===== config.mk =====
export PLATFORM = sky130hd
export DESIGN_NAME = cscr_top
export DESIGN_NICKNAME = d
export VERILOG_FILES = /design/src/rtl/cscr_pkg.sv /design/src/rtl/cscr_sync3.sv /design/src/rtl/cscr_top.sv
export SDC_FILE = /design/constraint.sdc
export NUM_CORES = 1
export LEC_CHECK = 0
export BUFFER_PORTS_ARGS = -buffer_cell sky130_fd_sc_hd__buf_2
export CORE_MARGIN = 8
export CORE_UTILIZATION = 26
export DETAILED_ROUTE_END_ITERATION = 16
export RECOVER_POWER = 100
export SYNTH_ARGS = -nofsm -noshare
export SYNTH_HDL_FRONTEND = slang
export SYNTH_SLANG_ARGS = --single-unit

===== constraint.sdc =====
create_clock -name I_CLK_SYS -period 3.1 [get_ports I_CLK_SYS]
set_input_delay 0.62 -clock I_CLK_SYS [delete_from_list [all_inputs] [get_ports I_CLK_SYS]]
set_output_delay 0.62 -clock I_CLK_SYS [all_outputs]
set_load 0.05 [all_outputs]

===== src/rtl/cscr_pkg.sv =====
/*
  Package for the charger status and configuration register bank: register
  offsets, field layouts, reset values, serial-link constants and carrier types.
  Assumes it is compiled before every other design file of the block.
*/
`default_nettype none
package cscr_pkg;

  // Serial slave address and register offsets.
  localparam logic [6:0] SLAVE_ADDR     = 7'h48;
  localparam logic [7:0] OFS_STATUS     = 8'h00;
  localparam logic [7:0] OFS_CFG_COOL   = 8'h02;
  localparam logic [7:0] OFS_CFG_WARM   = 8'h03;
  localparam logic [7:0] OFS_CFG_ENABLE = 8'h11;

  // Reset values; the configuration bytes would normally come from non-volatile storage.
  localparam logic [7:0] STATUS_RST     = 8'h00;
  localparam logic [7:0] CFG_COOL_RST   = 8'h00;
  localparam logic [7:0] CFG_WARM_RST   = 8'h00;
  localparam logic [7:0] CFG_ENABLE_RST = 8'h00;
  localparam logic [7:0] READ_ZERO      = 8'h00;

  // Position of the access-enable bit in the configuration-enable register.
  localparam int unsigned CFG_EN_BIT = 0;

  // Serial byte framing.
  localparam logic [3:0] BITS_PER_BYTE = 4'h8;
  localparam logic [3:0] BIT_CNT_ZERO  = 4'h0;
  localparam logic [3:0] BIT_CNT_ONE   = 4'h1;
  localparam logic [7:0] PTR_STEP      = 8'h01;

  // Termination-voltage code that the hardware must not apply.
  localparam logic [2:0] VTERM_INVALID = 3'h7;

  // Sticky status byte, most significant bit first.
  typedef struct packed {
    logic battery_overvoltage_flag;
    logic full_charge_timeout_flag;
    logic too_cold_flag;
    logic too_hot_flag;
    logic thermal_shutdown_flag;
    logic topoff_timeout_flag;
    logic input_undervoltage_flag;
    logic thermistor_open_flag;
  } cscr_status_type;

  localparam cscr_status_type FAULT_MASK = 8'hF0;

  // Configuration byte at the first configuration offset.
  typedef struct packed {
    logic [1:0] precharge_current_code;
    logic [2:0] vterm_cool_code;
    logic [2:0] vterm_mild_code;
  } cscr_cfg_cool_type;

  // Configuration byte at the second configuration offset.
  typedef struct packed {
    logic [1:0] eoc_current_code;
    logic [2:0] vterm_warm_code;
    logic [2:0] vterm_hot_code;
  } cscr_cfg_warm_type;

  // Battery temperature band reported by the thermistor comparators.
  typedef enum logic [2:0] {
    BAND_COLD  = 3'h0,
    BAND_0_10  = 3'h1,
    BAND_10_45 = 3'h2,
    BAND_45_50 = 3'h3,
    BAND_50_60 = 3'h4,
    BAND_HOT   = 3'h5
  } cscr_band_type;

  // Event levels from the analog supervisors.
  typedef struct packed {
    logic overvoltage;
    logic full_charge_timeout;
    logic thermal_shutdown;
    logic topoff_timeout;
    logic input_undervoltage;
    logic thermistor_open;
  } cscr_event_type;

  // Charger settings handed to the analog loop.
  typedef struct packed {
    logic [1:0] precharge_current_code;
    logic [1:0] eoc_current_code;
    logic [2:0] vterm_code;
    logic       vterm_valid;
    logic       charge_enable;
  } cscr_setting_type;

endpackage
`default_nettype wire


===== src/rtl/cscr_sync3.sv =====
/*
  Three-stage input synchroniser with agreement filter, one lane per bit.
  Assumes the inputs come from outside the clock domain; the output only
  changes once the second and third stages agree.
*/
`default_nettype none
module cscr_sync3 #(
  parameter int unsigned  W       = 1,
  parameter logic [W-1:0] RST_VAL = '0
) (
  input  wire logic         i_clk,
  input  wire logic         i_rst_n,
  input  wire logic         i_ce,
  input  wire logic [W-1:0] i_d,
  output logic      [W-1:0] o_q
);

  genvar g;

  // Each lane is independent; multi-bit codes may settle over a few cycles.
  generate
    for (g = 0; g < W; g++)
    begin : g_lane
      logic s1_r;
      logic s2_r;
      logic s3_r;
      logic q_r;

      // The first stage feeds only the second stage.
      always_ff @(posedge i_clk or negedge i_rst_n)
      begin
        if (!i_rst_n)
        begin
          s1_r <= RST_VAL[g];
          s2_r <= RST_VAL[g];
          s3_r <= RST_VAL[g];
          q_r  <= RST_VAL[g];
        end
        else if (i_ce)
        begin
          s1_r <= i_d[g];
          s2_r <= s1_r;
          s3_r <= s2_r;
          if (s2_r == s3_r)
          begin
            q_r <= s3_r;
          end
        end
      end

      assign o_q[g] = q_r;
    end
  endgenerate

endmodule
`default_nettype wire


===== src/rtl/cscr_top.sv =====
/*
  Charger status and configuration register bank with its serial slave.
  Holds the sticky status byte, the two termination/current configuration
  bytes, the configuration-enable byte and the active-low fault output.
  Assumes a two-wire serial master on the clock/data pins, external pull-ups,
  and analog supervisors that present level events and a temperature band.
*/
`default_nettype none
module cscr_top (
  input  wire logic                     I_CLK_SYS,
  input  wire logic                     I_RESETN,
  input  wire logic                     I_CE,
  input  wire logic                     I_SCL,
  input  wire logic                     I_SDA,
  output logic                          O_SDA,
  output logic                          O_SDA_OE,
  input  wire logic                     I_FAULT_ALERT_LOW,
  output logic                          O_FAULT_ALERT_LOW,
  output logic                          O_FAULT_ALERT_LOW_OE,
  input  wire cscr_pkg::cscr_event_type I_EVENTS,
  input  wire cscr_pkg::cscr_band_type  I_TEMP_BAND,
  output cscr_pkg::cscr_setting_type    O_SETTING
);
  import cscr_pkg::*;

  typedef enum {
    ST_IDLE, ST_ADDR, ST_ADDR_ACK, ST_REG, ST_REG_ACK,
    ST_WDATA, ST_WDATA_ACK, ST_RDATA, ST_RDATA_ACK
  } cscr_state_type;

  logic              rst_a_r;
  logic              rst_n;
  logic              scl;
  logic              sda;
  logic              scl_d_r;
  logic              sda_d_r;
  cscr_event_type    evt;
  cscr_band_type     band;
  logic [2:0]        band_raw;
  cscr_state_type    state_r;
  logic [7:0]        sh_r;
  logic [3:0]        cnt_r;
  logic [7:0]        ptr_r;
  logic              rw_r;
  logic              sda_oe_r;
  cscr_status_type   status_r;
  cscr_status_type   status_set;
  logic              status_clr;
  cscr_cfg_cool_type cfg_cool_r;
  cscr_cfg_warm_type cfg_warm_r;
  logic [7:0]        cfg_en_r;
  logic              cfg_open;
  logic              scl_rise;
  logic              scl_fall;
  logic              start_cond;
  logic              stop_cond;
  logic              wr_strobe;
  logic              load_rd;
  logic [7:0]        rd_byte;
  cscr_setting_type  setting_r;

  // Configuration bytes are gated by the enable bit for both reads and writes.
  function automatic logic is_cfg(input logic [7:0] a);
    is_cfg = (a == OFS_CFG_COOL) || (a == OFS_CFG_WARM);
  endfunction

  // Reset release through two flip-flops; assertion stays asynchronous.
  always_ff @(posedge I_CLK_SYS or negedge I_RESETN)
  begin
    if (!I_RESETN)
    begin
      rst_a_r <= 1'b0;
      rst_n   <= 1'b0;
    end
    else
    begin
      rst_a_r <= 1'b1;
      rst_n   <= rst_a_r;
    end
  end

  // The bus pins and the analog inputs cross into the clock domain here.
  cscr_sync3 #(
    .W       (11),
    .RST_VAL (11'h600)
  ) u_sync (
    .i_clk   (I_CLK_SYS),
    .i_rst_n (rst_n),
    .i_ce    (I_CE),
    .i_d     ({I_SCL, I_SDA, I_EVENTS, I_TEMP_BAND}),
    .o_q     ({scl, sda, evt, band_raw})
  );

  assign band = cscr_band_type'(band_raw);

  // Delayed copies of the filtered lines for edge and bus-condition detection.
  always_ff @(posedge I_CLK_SYS or negedge rst_n)
  begin
    if (!rst_n)
    begin
      scl_d_r <= 1'b1;
      sda_d_r <= 1'b1;
    end
    else if (I_CE)
    begin
      scl_d_r <= scl;
      sda_d_r <= sda;
    end
  end

  assign scl_rise   = scl & ~scl_d_r;
  assign scl_fall   = ~scl & scl_d_r;
  assign start_cond = scl & scl_d_r & sda_d_r & ~sda;
  assign stop_cond  = scl & scl_d_r & ~sda_d_r & sda;
  assign cfg_open   = cfg_en_r[CFG_EN_BIT];

  // A byte is written when its last data bit has been taken in write state.
  assign wr_strobe = scl_fall && (state_r == ST_WDATA) && (cnt_r == BITS_PER_BYTE);
  // A byte is fetched for transmit after the address ack or a master ack.
  assign load_rd   = scl_fall && (((state_r == ST_ADDR_ACK) && rw_r) || (state_r == ST_RDATA_ACK));

  // Byte at the pointer; a process keeps it sensitive to the registers read inside the function.
  always_comb
  begin
    rd_byte = read_byte(ptr_r);
  end

  // Serial slave sequencer: address, register pointer, then data bytes.
  always_ff @(posedge I_CLK_SYS or negedge rst_n)
  begin
    if (!rst_n)
    begin
      state_r  <= ST_IDLE;
      sh_r     <= READ_ZERO;
      cnt_r    <= BIT_CNT_ZERO;
      ptr_r    <= OFS_STATUS;
      rw_r     <= 1'b0;
      sda_oe_r <= 1'b0;
    end
    else if (I_CE)
    begin
      if (start_cond)
      begin
        state_r  <= ST_ADDR;
        cnt_r    <= BIT_CNT_ZERO;
        sda_oe_r <= 1'b0;
      end
      else if (stop_cond)
      begin
        state_r  <= ST_IDLE;
        sda_oe_r <= 1'b0;
      end
      else if (scl_rise)
      begin
        unique case (state_r)
          ST_ADDR, ST_REG, ST_WDATA:
          begin
            sh_r  <= {sh_r[6:0], sda};
            cnt_r <= cnt_r + BIT_CNT_ONE;
          end
          ST_RDATA:
          begin
            cnt_r <= cnt_r + BIT_CNT_ONE;
          end
          ST_RDATA_ACK:
          begin
            // A not-acknowledge ends the read burst.
            if (sda)
            begin
              state_r <= ST_IDLE;
            end
          end
          ST_IDLE, ST_ADDR_ACK, ST_REG_ACK, ST_WDATA_ACK:
          begin
          end
        endcase
      end
      else if (scl_fall)
      begin
        unique case (state_r)
          ST_ADDR:
          begin
            if (cnt_r == BITS_PER_BYTE)
            begin
              if (sh_r[7:1] == SLAVE_ADDR)
              begin
                rw_r     <= sh_r[0];
                sda_oe_r <= 1'b1;
                state_r  <= ST_ADDR_ACK;
              end
              else
              begin
                state_r <= ST_IDLE;
              end
            end
          end
          ST_REG:
          begin
            if (cnt_r == BITS_PER_BYTE)
            begin
              ptr_r    <= sh_r;
              sda_oe_r <= 1'b1;
              state_r  <= ST_REG_ACK;
            end
          end
          ST_WDATA:
          begin
            if (cnt_r == BITS_PER_BYTE)
            begin
              ptr_r    <= ptr_r + PTR_STEP;
              sda_oe_r <= 1'b1;
              state_r  <= ST_WDATA_ACK;
            end
          end
          ST_ADDR_ACK, ST_RDATA_ACK:
          begin
            cnt_r <= BIT_CNT_ZERO;
            if (load_rd)
            begin
              sh_r     <= rd_byte;
              sda_oe_r <= ~rd_byte[7];
              ptr_r    <= ptr_r + PTR_STEP;
              state_r  <= ST_RDATA;
            end
            else
            begin
              sda_oe_r <= 1'b0;
              state_r  <= ST_REG;
            end
          end
          ST_REG_ACK, ST_WDATA_ACK:
          begin
            cnt_r    <= BIT_CNT_ZERO;
            sda_oe_r <= 1'b0;
            state_r  <= ST_WDATA;
          end
          ST_RDATA:
          begin
            if (cnt_r == BITS_PER_BYTE)
            begin
              sda_oe_r <= 1'b0;
              state_r  <= ST_RDATA_ACK;
            end
            else
            begin
              sh_r     <= {sh_r[6:0], 1'b0};
              sda_oe_r <= ~sh_r[6];
            end
          end
          ST_IDLE:
          begin
          end
        endcase
      end
    end
  end

  // Read multiplexer; closed configuration bytes and unmapped offsets read zero.
  function automatic logic [7:0] read_byte(input logic [7:0] a);
    if (a == OFS_STATUS)
    begin
      read_byte = status_r;
    end
    else if (is_cfg(a) && !cfg_open)
    begin
      read_byte = READ_ZERO;
    end
    else if (a == OFS_CFG_COOL)
    begin
      read_byte = cfg_cool_r;
    end
    else if (a == OFS_CFG_WARM)
    begin
      read_byte = cfg_warm_r;
    end
    else if (a == OFS_CFG_ENABLE)
    begin
      read_byte = cfg_en_r;
    end
    else
    begin
      read_byte = READ_ZERO;
    end
  endfunction

  // Event sources: two come from the temperature band, the rest from supervisors.
  always_comb
  begin
    status_set                          = STATUS_RST;
    status_set.battery_overvoltage_flag = evt.overvoltage;
    status_set.full_charge_timeout_flag = evt.full_charge_timeout;
    status_set.too_cold_flag            = (band == BAND_COLD);
    status_set.too_hot_flag             = (band == BAND_HOT);
    status_set.thermal_shutdown_flag    = evt.thermal_shutdown;
    status_set.topoff_timeout_flag      = evt.topoff_timeout;
    status_set.input_undervoltage_flag  = evt.input_undervoltage;
    status_set.thermistor_open_flag     = evt.thermistor_open;
  end

  // The status byte is cleared when it is fetched for transmit.
  assign status_clr = load_rd && (ptr_r == OFS_STATUS);

  // Sticky status; a present event wins over the clearing read.
  always_ff @(posedge I_CLK_SYS or negedge rst_n)
  begin
    if (!rst_n)
    begin
      status_r <= STATUS_RST;
    end
    else if (I_CE)
    begin
      status_r <= (status_clr ? STATUS_RST : status_r) | status_set;
    end
  end

  // Host writes; the status offset has no write path at all.
  always_ff @(posedge I_CLK_SYS or negedge rst_n)
  begin
    if (!rst_n)
    begin
      cfg_cool_r <= CFG_COOL_RST;
      cfg_warm_r <= CFG_WARM_RST;
      cfg_en_r   <= CFG_ENABLE_RST;
    end
    else if (I_CE && wr_strobe)
    begin
      if (ptr_r == OFS_CFG_ENABLE)
      begin
        cfg_en_r <= sh_r;
      end
      else if (is_cfg(ptr_r) && cfg_open)
      begin
        if (ptr_r == OFS_CFG_COOL)
        begin
          cfg_cool_r <= sh_r;
        end
        else
        begin
          cfg_warm_r <= sh_r;
        end
      end
    end
  end

  // Settings for the analog loop; the termination code is picked by the present temperature band.
  always_ff @(posedge I_CLK_SYS or negedge rst_n)
  begin
    if (!rst_n)
    begin
      setting_r <= '0;
    end
    else if (I_CE)
    begin
      setting_r.precharge_current_code <= cfg_cool_r.precharge_current_code;
      setting_r.eoc_current_code       <= cfg_warm_r.eoc_current_code;
      unique case (band)
        BAND_0_10:  setting_r.vterm_code <= cfg_cool_r.vterm_cool_code;
        BAND_10_45: setting_r.vterm_code <= cfg_cool_r.vterm_mild_code;
        BAND_45_50: setting_r.vterm_code <= cfg_warm_r.vterm_warm_code;
        BAND_50_60: setting_r.vterm_code <= cfg_warm_r.vterm_hot_code;
        default:    setting_r.vterm_code <= VTERM_INVALID;
      endcase
      // Code 7 is marked valid for one cycle at most; valid and charging drop the cycle after it appears.
      setting_r.vterm_valid   <= (setting_r.vterm_code != VTERM_INVALID);
      setting_r.charge_enable <= (setting_r.vterm_code != VTERM_INVALID) && !evt.overvoltage &&
                                 !evt.full_charge_timeout && (band != BAND_COLD) && (band != BAND_HOT);
    end
  end

  assign O_SETTING = setting_r;

  // Open-drain pins: the low level is always presented, the enable does the work.
  assign O_SDA                = 1'b0;
  assign O_SDA_OE             = sda_oe_r;
  assign O_FAULT_ALERT_LOW    = 1'b0;
  // Only the fault nibble drives the pin, so it releases once a read clears it.
  assign O_FAULT_ALERT_LOW_OE = |(status_r & FAULT_MASK);

endmodule
`default_nettype wire


==> impl_metrics.prom, run 1 <==
# TYPE chip_impl_metric gauge
chip_impl_metric{name="post_synth_inst_count",unit=""} 535
chip_impl_metric{name="fmax",unit="GHz"} 0.3530
chip_impl_metric{name="antenna_found_initial",unit=""} 0
chip_impl_metric{name="antenna-diode-count",unit=""} 0
chip_impl_metric{name="clk_path_buf_depth",unit=""} 2
chip_impl_info{name="unrepaired_setup_endpoints_after_global_routing",value="no"} 1
chip_impl_info{name="clock_tree.root_cell",value="sky130_fd_sc_hd__clkbuf_16"} 1
chip_impl_metric{name="synth-seq-cells",unit=""} 115
chip_impl_info{name="timing.critical_path.slowest_stage_cell",value="sky130_fd_sc_hd__or4_1"} 1
chip_impl_metric{name="avgRoutedWirePerCell",unit="um"} 15.37
chip_impl_metric{name="routed_wl",unit="mm"} 13.13
chip_impl_metric{name="fill_cells",unit=""} 2314
chip_impl_metric{name="tightest_slew",unit="ps"} 1985
chip_impl_info{name="final_cell_mix",value="sky130_fd_sc_hd__dfrtp_1 (105), sky130_fd_sc_hd__mux2_2 (73), sky130_fd_sc_hd__a21oi_1 (44)"} 1
chip_impl_metric{name="grt_pass1_vias",unit=""} 4218
chip_impl_metric{name="grt_start_max_net_pins",unit=""} 72
chip_impl_metric{name="dieHeight",unit="um"} 166.5
chip_impl_metric{name="total_power_draw",unit="mW"} 5.762
chip_impl_metric{name="post_route_cells_drive_above_1_share",unit="%"} 25.13
chip_impl_metric{name="post-route-cell-area",unit="mm^2"} 0.006839
chip_impl_info{name="critical_path_class",value="reg2reg"} 1
chip_impl_metric{name="multi_input_area",unit="mm^2"} 0.002774
chip_impl_info{name="most_common_cell_after_layout_fill_and_taps_aside",value="sky130_fd_sc_hd__dfrtp_1"} 1
chip_impl_metric{name="drt_drc_violations_left",unit=""} 0
chip_impl_info{name="tritoncts",value="done"} 1
chip_impl_metric{name="fin_worst_skew",unit="ps"} 9.560
chip_impl_metric{name="layout.nets",unit=""} 580
chip_impl_metric{name="drtAntennaViolNets",unit=""} 0
chip_impl_metric{name="layout_worst_path_cycle_share",unit="%"} 91.39
chip_impl_metric{name="timing.max_cap.violations",unit=""} 1
chip_impl_metric{name="final_worst_path_period_need",unit="ps"} 2833
chip_impl_info{name="worstPathCellList",value="or4_1 -> or2_4 -> nor4_1 -> nand2_1 -> mux2_2"} 1
chip_impl_metric{name="synth-warning-count",unit=""} 0
chip_impl_metric{name="worstSkewPairLatency",unit="ps"} 420
chip_impl_info{name="run_status",value="complete, but fails checks"} 1
chip_impl_metric{name="post_cts_resize_count",unit=""} 0
chip_impl_info{name="synth-main-ff-cell",value="sky130_fd_sc_hd__dfrtp_1"} 1
chip_impl_metric{name="worst_ir_drop_vdd",unit="V"} 0.0004547
chip_impl_metric{name="power.static_leakage",unit="nW"} 2.880
chip_impl_metric{name="dr.first_iter.drc_count",unit=""} 258
chip_impl_metric{name="power.density_cell_area",unit="mW/mm^2"} 842.5
chip_impl_metric{name="clock_sinks",unit=""} 115
chip_impl_metric{name="place_hpwl",unit="mm"} 8.634
chip_impl_metric{name="vias",unit=""} 4213
chip_impl_metric{name="synth-async-reset-ratio",unit="%"} 100.0
chip_impl_metric{name="rows",unit=""} 55
chip_impl_metric{name="finalSetupViolCount",unit=""} 0
chip_impl_metric{name="cts.reportedPaths.clkPinSlew",unit="ps"} 60
chip_impl_metric{name="number_of_synthesized_flops_with_an_enable_pin",unit=""} 0
chip_impl_metric{name="netlist_area",unit="mm^2"} 0.005886
chip_impl_metric{name="timing.max_slew.rel_slack",unit="%"} -32.35
chip_impl_metric{name="synthToLayoutAreaGrowth",unit="%"} 16.20
chip_impl_metric{name="placed_area",unit="mm^2"} 0.006312
chip_impl_metric{name="grtUsageTotal",unit="%"} 9.729
chip_impl_metric{name="cp.arrival",unit="ps"} 3130
chip_impl_metric{name="cts-buffers-inserted",unit=""} 17
chip_impl_metric{name="delay_of_the_slowest_cell_on_the_worst_path",unit="ps"} 610
chip_impl_metric{name="synth_cell_types",unit=""} 67
chip_impl_metric{name="grt_first_pass_wirelength",unit="mm"} 21.99
chip_impl_metric{name="routed_via_density",unit=""} 4.933
chip_impl_metric{name="place_congestion",unit=""} 0.7985
chip_impl_info{name="path_category_of_the_worst_min_delay_check",value="reg2reg"} 1
chip_impl_metric{name="boundaryPins",unit=""} 28
chip_impl_metric{name="first_pass_iters",unit=""} 5
chip_impl_info{name="critical_path_startpoint_category",value="register"} 1
chip_impl_metric{name="timing_max_transition_violations_final",unit=""} 50
chip_impl_metric{name="grt.overflow.total",unit=""} 0
chip_impl_metric{name="fin_hold_ws",unit="ps"} 353.1
chip_impl_metric{name="critPathMaxFanout",unit=""} 8
chip_impl_metric{name="die_width",unit="um"} 166.5
chip_impl_metric{name="regArea",unit="mm^2"} 0.002890
chip_impl_metric{name="sequential_fraction_of_the_synthesis_area",unit="%"} 49.11
chip_impl_info{name="violations",value="capacitance limit, slew limit"} 1
chip_impl_metric{name="postSynthAreaPerCell",unit="um^2"} 11.00
chip_impl_metric{name="fp.dieArea",unit="mm^2"} 0.02771
chip_impl_info{name="worst_setup_path_end_kind",value="register"} 1
chip_impl_metric{name="portBuffers",unit=""} 24
chip_impl_metric{name="crit_required",unit="ps"} 3400
chip_impl_metric{name="timing_hold_violations_final",unit=""} 0
chip_impl_metric{name="setup-tns-final",unit="ps"} 0
chip_impl_metric{name="floorplan.core_area",unit="mm^2"} 0.02243
chip_impl_metric{name="start_util",unit="%"} 26.24
chip_impl_metric{name="cts_max_level",unit=""} 4
Yosys cell counts, types with 8 or more instances:
| cell type | instances | area share, % |
|---|---|---|
| sky130_fd_sc_hd__dfrtp_1 | 105 | 45 |
| sky130_fd_sc_hd__mux2_2 | 73 | 14 |
| sky130_fd_sc_hd__a21oi_1 | 44 | 3.7 |
| sky130_fd_sc_hd__nand2_1 | 29 | 1.8 |
| sky130_fd_sc_hd__o21ai_0 | 27 | 2.3 |
| sky130_fd_sc_hd__nor2_1 | 24 | 1.5 |
| sky130_fd_sc_hd__clkbuf_1 | 20 | 1.3 |
| sky130_fd_sc_hd__inv_1 | 16 | 1.0 |
| sky130_fd_sc_hd__nand2b_1 | 15 | 1.6 |
| sky130_fd_sc_hd__mux2i_1 | 11 | 1.9 |
| sky130_fd_sc_hd__dfstp_2 | 10 | 4.5 |
| sky130_fd_sc_hd__ha_1 | 9 | 1.9 |
| sky130_fd_sc_hd__nand3b_1 | 8 | 1.0 |
layer usage:
layer / share of wire [%] / wire length [um] / GRT usage [%] / up-vias
met5: 0 / 0 / 0 / -
met4: 1.6 / 215 / 4.309 / 0
met3: 4.6 / 598 / 2.861 / 20
met2: 46 / 6007 / 14.65 / 95
met1: 48 / 6306 / 12.73 / 2086
li1: - / - / - / 2012
repair_timing:
action	in CTS	in global routing
setup buffers	0	0
hold buffers	1	0
hold endpoints to repair	2	0
flip-flops by register name (all words and copies together), names as in the netlist, 4 cells and up:
register and flops:
O_SETTING 9, cfg_cool_r 8, cfg_en_r 8, cfg_warm_r 8, cnt_r 4, ptr_r 8, sh_r 8, state_r 4
status_r 8, u_sync.g_lane.q_r 11, u_sync.g_lane.s1_r 11, u_sync.g_lane.s2_r 11, u_sync.g_lane.s3_r 11
where the power goes:
part           leakage [nW]  internal (mW)  total, mW  switching [mW]
Clock                 0.286           1.21       1.92           0.712
Combinational          1.18          0.708       1.62           0.912
Sequential             1.42           1.79       2.22           0.430
Total                  2.88           3.71       5.76            2.05
kinds of logic (layout without fill, tap and decap cells):
family / Yosys count / count (layout) / share of synthesized area (%)
flops: 115 / 115 / 49.11
fa+ha+maj: 9 / 9 / 1.913
xor+xnor: 3 / 3 / 0.4465
compound gates: 140 / 140 / 15.75
simple gates: 134 / 134 / 13.54
mux: 84 / 84 / 15.84
buf+inv: 48 / 81 / 3.274
other cells: 2 / 3 / 0.1276
critical path, delay by kind of cell, from the launching register on:
| family | cells | cell delay (ps) |
|---|---|---|
| simple gates | 4 | 1820 |
| mux | 1 | 410 |
| flops | 1 | 460 |
worst paths after layout:
path / start / endpoint / slack, ps / cells after the start
worst max-delay path: ptr_r[2] / cfg_cool_r[3] / 270 / 5
worst min register to register: rst_a_r / rst_n / 350 / 0
max in group asynchronous: rst_n / u_sync.g_lane[9].s3_r / 1060 / 1
worst min-delay path: rst_a_r / rst_n / 350 / 0
worst max register to register: ptr_r[2] / cfg_cool_r[3] / 270 / 5
min in group asynchronous: I_RESETN / rst_n / 500 / 2
cell type report:
cell class,count,share of cell area [%]
clock buffers,21,6.586
clock inverters,11,1.866
inverters,16,0.8782
multi-input cells,373,40.56
flip-flops and latches,115,42.26
well taps,285,5.214
repair buffers,33,2.634
stage by stage:
stage / setup WS [ps] / util [%] / cells
after floorplan: 909.9 / - / 536
after global placement: 637.2 / 28.14 / 821
after detailed placement: 640.9 / 28.14 / 821
after CTS: 625.0 / 30.76 / 854
after global routing: 239.7 / 30.49 / 854
final: 267.1 / 30.49 / 854
(Power assumes the default switching activity.)
==> inputs of run 2 (changes only) <==
--- a/config.mk
+++ b/config.mk
@@ -9,7 +9,8 @@
 export CORE_MARGIN = 8
 export CORE_UTILIZATION = 26
 export DETAILED_ROUTE_END_ITERATION = 16
-export RECOVER_POWER = 100
+export PLACE_DENSITY = 0.39
+export RECOVER_POWER = 25
 export SYNTH_ARGS = -nofsm -noshare
 export SYNTH_HDL_FRONTEND = slang
 export SYNTH_SLANG_ARGS = --single-unit
==> run 2 against run 1 <==
The run still ends with capacitance limit, slew limit left. Sequential power about the same. Register-to-register slack better by 80 ps. Fmax up 2.9%. Clock power up 3%. First-iteration DRC count down 25%. Via count down 0.69%. Critical path depth unchanged. Global-route usage up 0.63 points. Sequential share of layout area down 0.44 points. Critical endpoint is now ptr_r[0]. Highest routed layer unchanged.
==> impl_metrics.prom, run 2 (synthesis results as in run 1) <==
# TYPE chip_impl_metric gauge
chip_impl_metric{name="routed_via_density",unit=""} 4.899
chip_impl_metric{name="post_route_cells_drive_above_1_share",unit="%"} 28.82
chip_impl_info{name="timing.critical_path.slowest_stage_cell",value="sky130_fd_sc_hd__dfrtp_1"} 1
chip_impl_metric{name="internal-power",unit="mW"} 3.735
chip_impl_metric{name="boundaryPins",unit=""} 28
chip_impl_info{name="run_status",value="complete, but fails checks"} 1
chip_impl_metric{name="place_hpwl",unit="mm"} 9.578
chip_impl_metric{name="total_power_draw",unit="mW"} 5.875
chip_impl_metric{name="power.share.clock",unit="%"} 33.7
chip_impl_metric{name="crit_cells",unit=""} 5
chip_impl_info{name="worstPathCellList",value="nand2b_1 -> a211oi_1 -> o21ai_1 -> or3_1 -> o211ai_1"} 1
chip_impl_metric{name="number_of_cells_on_the_worst_reg_to_reg_path",unit=""} 5
chip_impl_metric{name="cts.reportedPaths.clkPinSlew",unit="ps"} 60
chip_impl_metric{name="clock_sinks",unit=""} 115
chip_impl_info{name="critical_path_startpoint_category",value="register"} 1
chip_impl_metric{name="sw_share",unit="%"} 36.43
chip_impl_metric{name="grt_pass1_vias",unit=""} 4143
chip_impl_metric{name="critPathMaxFanout",unit=""} 21
chip_impl_metric{name="crit_buf_inv",unit=""} 0
chip_impl_metric{name="power.density_cell_area",unit="mW/mm^2"} 850.0
chip_impl_info{name="holdCritStartpoint",value="rst_a_r"} 1
chip_impl_metric{name="synthToLayoutAreaGrowth",unit="%"} 17.43
chip_impl_info{name="final_cell_mix",value="sky130_fd_sc_hd__dfrtp_1 (105), sky130_fd_sc_hd__mux2_2 (73), sky130_fd_sc_hd__a21oi_1 (44)"} 1
chip_impl_metric{name="grt.overflow.total",unit=""} 0
chip_impl_info{name="critical_path.top_delay_family",value="compound AO/OA/AOI/OAI gates"} 1
chip_impl_info{name="path_category_of_the_worst_min_delay_check",value="reg2reg"} 1
chip_impl_info{name="most_common_cell_after_layout_fill_and_taps_aside",value="sky130_fd_sc_hd__dfrtp_1"} 1
chip_impl_metric{name="timing.max_cap.violations",unit=""} 1
chip_impl_metric{name="power.static_leakage",unit="nW"} 2.921
chip_impl_metric{name="fin_worst_skew",unit="ps"} 11.35
chip_impl_metric{name="timing.max_slew.rel_slack",unit="%"} -53.59
chip_impl_metric{name="clk_path_buf_depth",unit=""} 2
chip_impl_metric{name="cp.arrival",unit="ps"} 3070
chip_impl_metric{name="start_util",unit="%"} 26.24
chip_impl_metric{name="fmax",unit="GHz"} 0.3633
chip_impl_info{name="crit_start",value="state_r[3]"} 1
chip_impl_metric{name="rows",unit=""} 55
chip_impl_metric{name="die_width",unit="um"} 166.5
chip_impl_info{name="critical_path.reg2reg.startpoint",value="state_r[3]"} 1
chip_impl_metric{name="drt_drc_violations_left",unit=""} 0
chip_impl_metric{name="dr.first_iter.drc_count",unit=""} 193
chip_impl_metric{name="routed_wl",unit="mm"} 14.03
chip_impl_metric{name="layout_worst_path_cycle_share",unit="%"} 88.79
chip_impl_metric{name="worst_setup_timing_slack_at_the_placement_stage",unit="ps"} 406.5
chip_impl_metric{name="total_switching_power",unit="mW"} 2.140
chip_impl_info{name="critical_path.endpoint",value="ptr_r[0]"} 1
chip_impl_metric{name="worstSkewPairLatency",unit="ps"} 410
chip_impl_metric{name="timing_hold_violations_final",unit=""} 0
chip_impl_metric{name="grt_first_pass_wirelength",unit="mm"} 22.89
chip_impl_metric{name="crit_required",unit="ps"} 3420
chip_impl_metric{name="tightest_slew",unit="ps"} 2304
chip_impl_metric{name="delay_of_the_slowest_cell_on_the_worst_path",unit="ps"} 720
chip_impl_metric{name="pwr-share-seq",unit="%"} 37.9
chip_impl_metric{name="final_worst_path_period_need",unit="ps"} 2752
chip_impl_metric{name="final_critical_path_setup_slack",unit="ps"} 347.7
chip_impl_metric{name="register_to_register_setup_slack",unit="ps"} 350
chip_impl_metric{name="finalSetupViolCount",unit=""} 0
chip_impl_metric{name="layout.nets",unit=""} 580
chip_impl_metric{name="fp.dieArea",unit="mm^2"} 0.02771
chip_impl_metric{name="place_congestion",unit=""} 0.7833
chip_impl_metric{name="floorplan.core_area",unit="mm^2"} 0.02243
chip_impl_info{name="violations",value="capacitance limit, slew limit"} 1
chip_impl_metric{name="timing_max_transition_violations_final",unit=""} 54
chip_impl_metric{name="grt_start_max_net_pins",unit=""} 78
chip_impl_metric{name="antenna_found_initial",unit=""} 0
chip_impl_info{name="tritoncts",value="done"} 1
chip_impl_metric{name="drtAntennaViolNets",unit=""} 0
chip_impl_info{name="critical_path_class",value="reg2reg"} 1
chip_impl_metric{name="cts_max_level",unit=""} 4
chip_impl_metric{name="cts-buffers-inserted",unit=""} 17
chip_impl_metric{name="antenna-diode-count",unit=""} 0
chip_impl_info{name="unrepaired_setup_endpoints_after_global_routing",value="no"} 1
chip_impl_metric{name="worst_ir_drop_vdd",unit="V"} 0.0003657
chip_impl_metric{name="setup-tns-final",unit="ps"} 0
chip_impl_info{name="clock_tree.root_cell",value="sky130_fd_sc_hd__clkbuf_16"} 1
chip_impl_metric{name="vias",unit=""} 4184
chip_impl_metric{name="dieHeight",unit="um"} 166.5
chip_impl_info{name="regToRegEndpoint",value="ptr_r[0]"} 1
chip_impl_metric{name="avgRoutedWirePerCell",unit="um"} 16.43
chip_impl_info{name="worst_setup_path_end_kind",value="register"} 1
chip_impl_metric{name="p_comb_share",unit="%"} 28.4
chip_impl_metric{name="portBuffers",unit=""} 24
chip_impl_metric{name="grtUsageTotal",unit="%"} 10.36
chip_impl_metric{name="first_pass_iters",unit=""} 4
chip_impl_metric{name="number_of_post_cts_setup_repair_buffers",unit=""} 0
run 2: stage by stage:
stage | cells | util (%) | hold WS [ps] | area (um^2)
after global placement | 821 | 28.14 | 338.7 | 6312
after global routing | 854 | 30.81 | 358.8 | 6912
final | 854 | 30.81 | 353.9 | 6912
after detailed placement | 821 | 28.14 | 341.0 | 6312
after floorplan | 536 | - | 324.4 | 5891
after CTS | 854 | 30.83 | 357.8 | 6917
run 2: worst min path at each step:
stage | end | slack (ps) | cells past startpoint
2_1_floorplan | rst_a_r | 320 | 0
3_3_place_gp | rst_n | 340 | 0
3_5_place_dp | rst_n | 340 | 0
4_1_cts | rst_n | 360 | 0
5_1_grt | rst_n | 360 | 0
6_report | rst_n | 350 | 0
run 2: layout make-up:
class,instances,area [um^2]
fillers,2311,15520
well taps,285,356.6
clock inverters,14,165.2
clock buffers,18,429.2
inverters,16,60.06
flip-flops and latches,115,2890
multi-input cells,373,2806
repair buffers,33,203.9
run 2: power by group through the flow:
stage / logic (mW) / registers, mW / clock network, mW
after floorplan: 1.26 / 2.16 / 0
after global placement: 1.67 / 2.25 / 0
after detailed placement: 1.67 / 2.26 / 0
after CTS: 1.68 / 2.23 / 2.04
after global routing: 1.84 / 2.28 / 2.11
final: 1.67 / 2.23 / 1.98
run 2: routing by layer:
metal  up-vias  wire length [um]  share of wire, %  track usage (%)
met5         -                 0                 0                0
met4         0               158               1.1            3.643
met3        11               475               3.4            2.813
met2        78              6597                47            16.37
met1      2092              6797                48            13.43
li1       2003                 -                 -                -
run 2: what timing repair did:
action | in CTS | in global routing
hold buffers | 1 | 0
hold endpoints to repair | 2 | 0
gates resized for setup | 0 | 0
==> inputs of run 3 (changes only) <==
--- a/config.mk
+++ b/config.mk
@@ -6,11 +6,13 @@
 export NUM_CORES = 1
 export LEC_CHECK = 0
 export BUFFER_PORTS_ARGS = -buffer_cell sky130_fd_sc_hd__buf_2
+export CAP_MARGIN = 15
 export CORE_MARGIN = 8
-export CORE_UTILIZATION = 26
+export CORE_UTILIZATION = 42
 export DETAILED_ROUTE_END_ITERATION = 16
-export PLACE_DENSITY = 0.39
+export PLACE_DENSITY = 0.57
 export RECOVER_POWER = 25
+export SLEW_MARGIN = 0
 export SYNTH_ARGS = -nofsm -noshare
 export SYNTH_HDL_FRONTEND = slang
 export SYNTH_SLANG_ARGS = --single-unit
==> run 3 against run 2 <==
The flow now finishes without violations. Combinational power shrank 4%. Non-clock buffer count shrank 1. Count of clock-buffer cells in the layout grew 1. Total power shrank 0.27%. Register-to-register slack gained 130 ps. Fmax grew 4.9%. Sequential share of layout area grew 0.79 points. Critical endpoint unchanged. Largest power group unchanged.
==> impl_metrics.prom, run 3 (synthesis results as in run 1) <==
# TYPE chip_impl_metric gauge
chip_impl_metric{name="finalSetupViolCount",unit=""} 0
chip_impl_metric{name="portBuffers",unit=""} 24
chip_impl_metric{name="fmax",unit="GHz"} 0.3812
chip_impl_metric{name="layout_worst_path_cycle_share",unit="%"} 84.62
chip_impl_info{name="final_cell_mix",value="sky130_fd_sc_hd__dfrtp_1 (104), sky130_fd_sc_hd__mux2_2 (73), sky130_fd_sc_hd__a21oi_1 (44)"} 1
chip_impl_metric{name="internal-power",unit="mW"} 3.805
chip_impl_metric{name="worst_ir_drop_vdd",unit="V"} 0.0006630
chip_impl_metric{name="grt_start_max_net_pins",unit=""} 66
chip_impl_info{name="worst_setup_path_end_kind",value="register"} 1
chip_impl_info{name="clock_tree.root_cell",value="sky130_fd_sc_hd__clkbuf_16"} 1
chip_impl_metric{name="cts_max_level",unit=""} 4
chip_impl_metric{name="routed_via_density",unit=""} 5.596
chip_impl_metric{name="grtUsageTotal",unit="%"} 15.21
chip_impl_metric{name="postLayoutCoreUtil",unit="%"} 49.27
chip_impl_metric{name="synthToLayoutAreaGrowth",unit="%"} 15.31
chip_impl_metric{name="routed_wl",unit="mm"} 12.66
chip_impl_metric{name="setup-tns-final",unit="ps"} 0
chip_impl_metric{name="timing.max_slew.rel_slack",unit="%"} 2.322
chip_impl_metric{name="antenna-diode-count",unit=""} 0
chip_impl_metric{name="final_cells",unit=""} 748
chip_impl_metric{name="power.static_leakage",unit="nW"} 2.912
chip_impl_metric{name="number_of_post_cts_setup_repair_buffers",unit=""} 0
chip_impl_metric{name="drtAntennaViolNets",unit=""} 0
chip_impl_metric{name="fin_hold_ws",unit="ps"} 350.9
chip_impl_metric{name="power.share.clock",unit="%"} 34.2
chip_impl_metric{name="vias",unit=""} 4186
chip_impl_metric{name="clock_sinks",unit=""} 115
chip_impl_metric{name="avgRoutedWirePerCell",unit="um"} 16.92
chip_impl_metric{name="die_width",unit="um"} 134.4
chip_impl_metric{name="cts.reportedPaths.clkPinSlew",unit="ps"} 60
chip_impl_metric{name="critPathMaxFanout",unit=""} 17
chip_impl_metric{name="boundaryPins",unit=""} 28
chip_impl_info{name="most_common_cell_after_layout_fill_and_taps_aside",value="sky130_fd_sc_hd__dfrtp_1"} 1
chip_impl_metric{name="timing_hold_violations_final",unit=""} 0
chip_impl_metric{name="layout.nets",unit=""} 579
chip_impl_metric{name="fin_worst_skew",unit="ps"} 7.485
chip_impl_metric{name="grt.overflow.total",unit=""} 0
chip_impl_metric{name="start_util",unit="%"} 42.73
chip_impl_metric{name="p_comb_share",unit="%"} 27.3
chip_impl_metric{name="dieHeight",unit="um"} 134.4
chip_impl_metric{name="sw_share",unit="%"} 35.05
chip_impl_metric{name="floorplan.core_area",unit="mm^2"} 0.01377
chip_impl_metric{name="cts-buffers-inserted",unit=""} 17
chip_impl_info{name="tritoncts",value="done"} 1
chip_impl_info{name="critical_path_class",value="reg2reg"} 1
chip_impl_metric{name="power.density_cell_area",unit="mW/mm^2"} 863.3
chip_impl_metric{name="post_route_cells_drive_above_1_share",unit="%"} 28.52
chip_impl_metric{name="clk_path_buf_depth",unit=""} 2
chip_impl_metric{name="tightest_slew",unit="ps"} 1465
chip_impl_metric{name="fp.dieArea",unit="mm^2"} 0.01806
chip_impl_metric{name="timing_max_transition_violations_final",unit=""} 0
chip_impl_metric{name="dp_cells",unit=""} 715
chip_impl_metric{name="grt_pass1_vias",unit=""} 4277
chip_impl_metric{name="place_hpwl",unit="mm"} 8.669
chip_impl_info{name="unrepaired_setup_endpoints_after_global_routing",value="no"} 1
chip_impl_metric{name="dr.first_iter.drc_count",unit=""} 264
chip_impl_metric{name="grt_first_pass_wirelength",unit="mm"} 22.00
chip_impl_metric{name="antenna_found_initial",unit=""} 0
chip_impl_metric{name="total_switching_power",unit="mW"} 2.054
chip_impl_info{name="run_status",value="completed"} 1
chip_impl_info{name="path_category_of_the_worst_min_delay_check",value="reg2reg"} 1
chip_impl_metric{name="worstSkewPairLatency",unit="ps"} 410
chip_impl_metric{name="drt_drc_violations_left",unit=""} 0
chip_impl_metric{name="first_pass_iters",unit=""} 4
chip_impl_metric{name="rows",unit=""} 43
chip_impl_metric{name="crit_required",unit="ps"} 3420
chip_impl_metric{name="final_worst_path_period_need",unit="ps"} 2623
chip_impl_metric{name="place_congestion",unit=""} 0.8203
chip_impl_metric{name="pwr-share-seq",unit="%"} 38.5
chip_impl_metric{name="cp.arrival",unit="ps"} 2940
chip_impl_info{name="critical_path_startpoint_category",value="register"} 1
chip_impl_metric{name="timing.max_cap.violations",unit=""} 0
-- run 3: cell types whose count changed in the layout (fill, tap and decap cells not counted), sizes merged --
| cell | before | now |
|---|---|---|
| clkinvlp | 1 | 2 |
| clkbuf | 19 | 22 |
| buf | 31 | 28 |
| bufinv | 2 | 3 |
| inv | 23 | 20 |
-- run 3: worst max-delay path, stage by stage (launching register included) --
cell                       delay [ps]
sky130_fd_sc_hd__dfrtp_1          550
sky130_fd_sc_hd__or2_2            400
sky130_fd_sc_hd__a211oi_1         510
sky130_fd_sc_hd__o21ai_1          500
sky130_fd_sc_hd__or3_1            470
sky130_fd_sc_hd__o211ai_1          90
-- run 3: power groups by stage --
stage               logic, mW  registers, mW  clock network, mW
global route             1.79           2.32               2.12
finish                   1.60           2.26               2.00
CTS                      1.61           2.26               2.05
floorplan                1.26           2.16                  0
global placement         1.57           2.26                  0
detailed placement       1.60           2.28                  0
-- run 3: routing by layer --
layer  wire length, um  vias up  track usage, %
met5                 0        -               0
met4               116        0           4.554
met3               458        8           4.787
met2              6268       79           24.51
met1              5814     2079           19.11
li1                  -     2020               -
-- run 3: final timing paths --
kind / startpoint / to / slack (ps) / depth (start not counted)
worst max-delay path: state_r[0] / ptr_r[0] / 480 / 5
worst min-delay path: rst_a_r / rst_n / 350 / 0
worst max register to register: state_r[0] / ptr_r[0] / 480 / 5
worst min register to register: rst_a_r / rst_n / 350 / 0
max in group asynchronous: rst_n / scl_d_r / 1470 / 1
min in group asynchronous: I_RESETN / rst_a_r / 530 / 2
-- run 3: layout make-up --
cell class                 count  area [um^2]
clock buffer                  19        442.9
clock inverter                13        171.4
fill                        1316         6987
inverter                      16        60.06
multi-input combinational    373         2806
sequential                   115         2892
tap                          180        225.2
timing repair buffer          32        188.9
-- run 3: through the flow --
stage          instance area [um^2]  total power, mW  worst slack, ps
5_1_grt                        6787            6.228            212.9
2_1_floorplan                  5891            3.422            909.9
3_5_place_dp                   6171            3.873            510.1
3_3_place_gp                   6171            3.827            543.7
6_report                       6787            5.859            476.8
4_1_cts                        6795            5.917            503.3
-- run 3: what timing repair did --
action / 4_1_cts / 5_1_grt
hold buffers: 1 / 0
setup endpoints to repair: 0 / 0
hold endpoints to repair: 2 / 0
resized for setup: 0 / 0
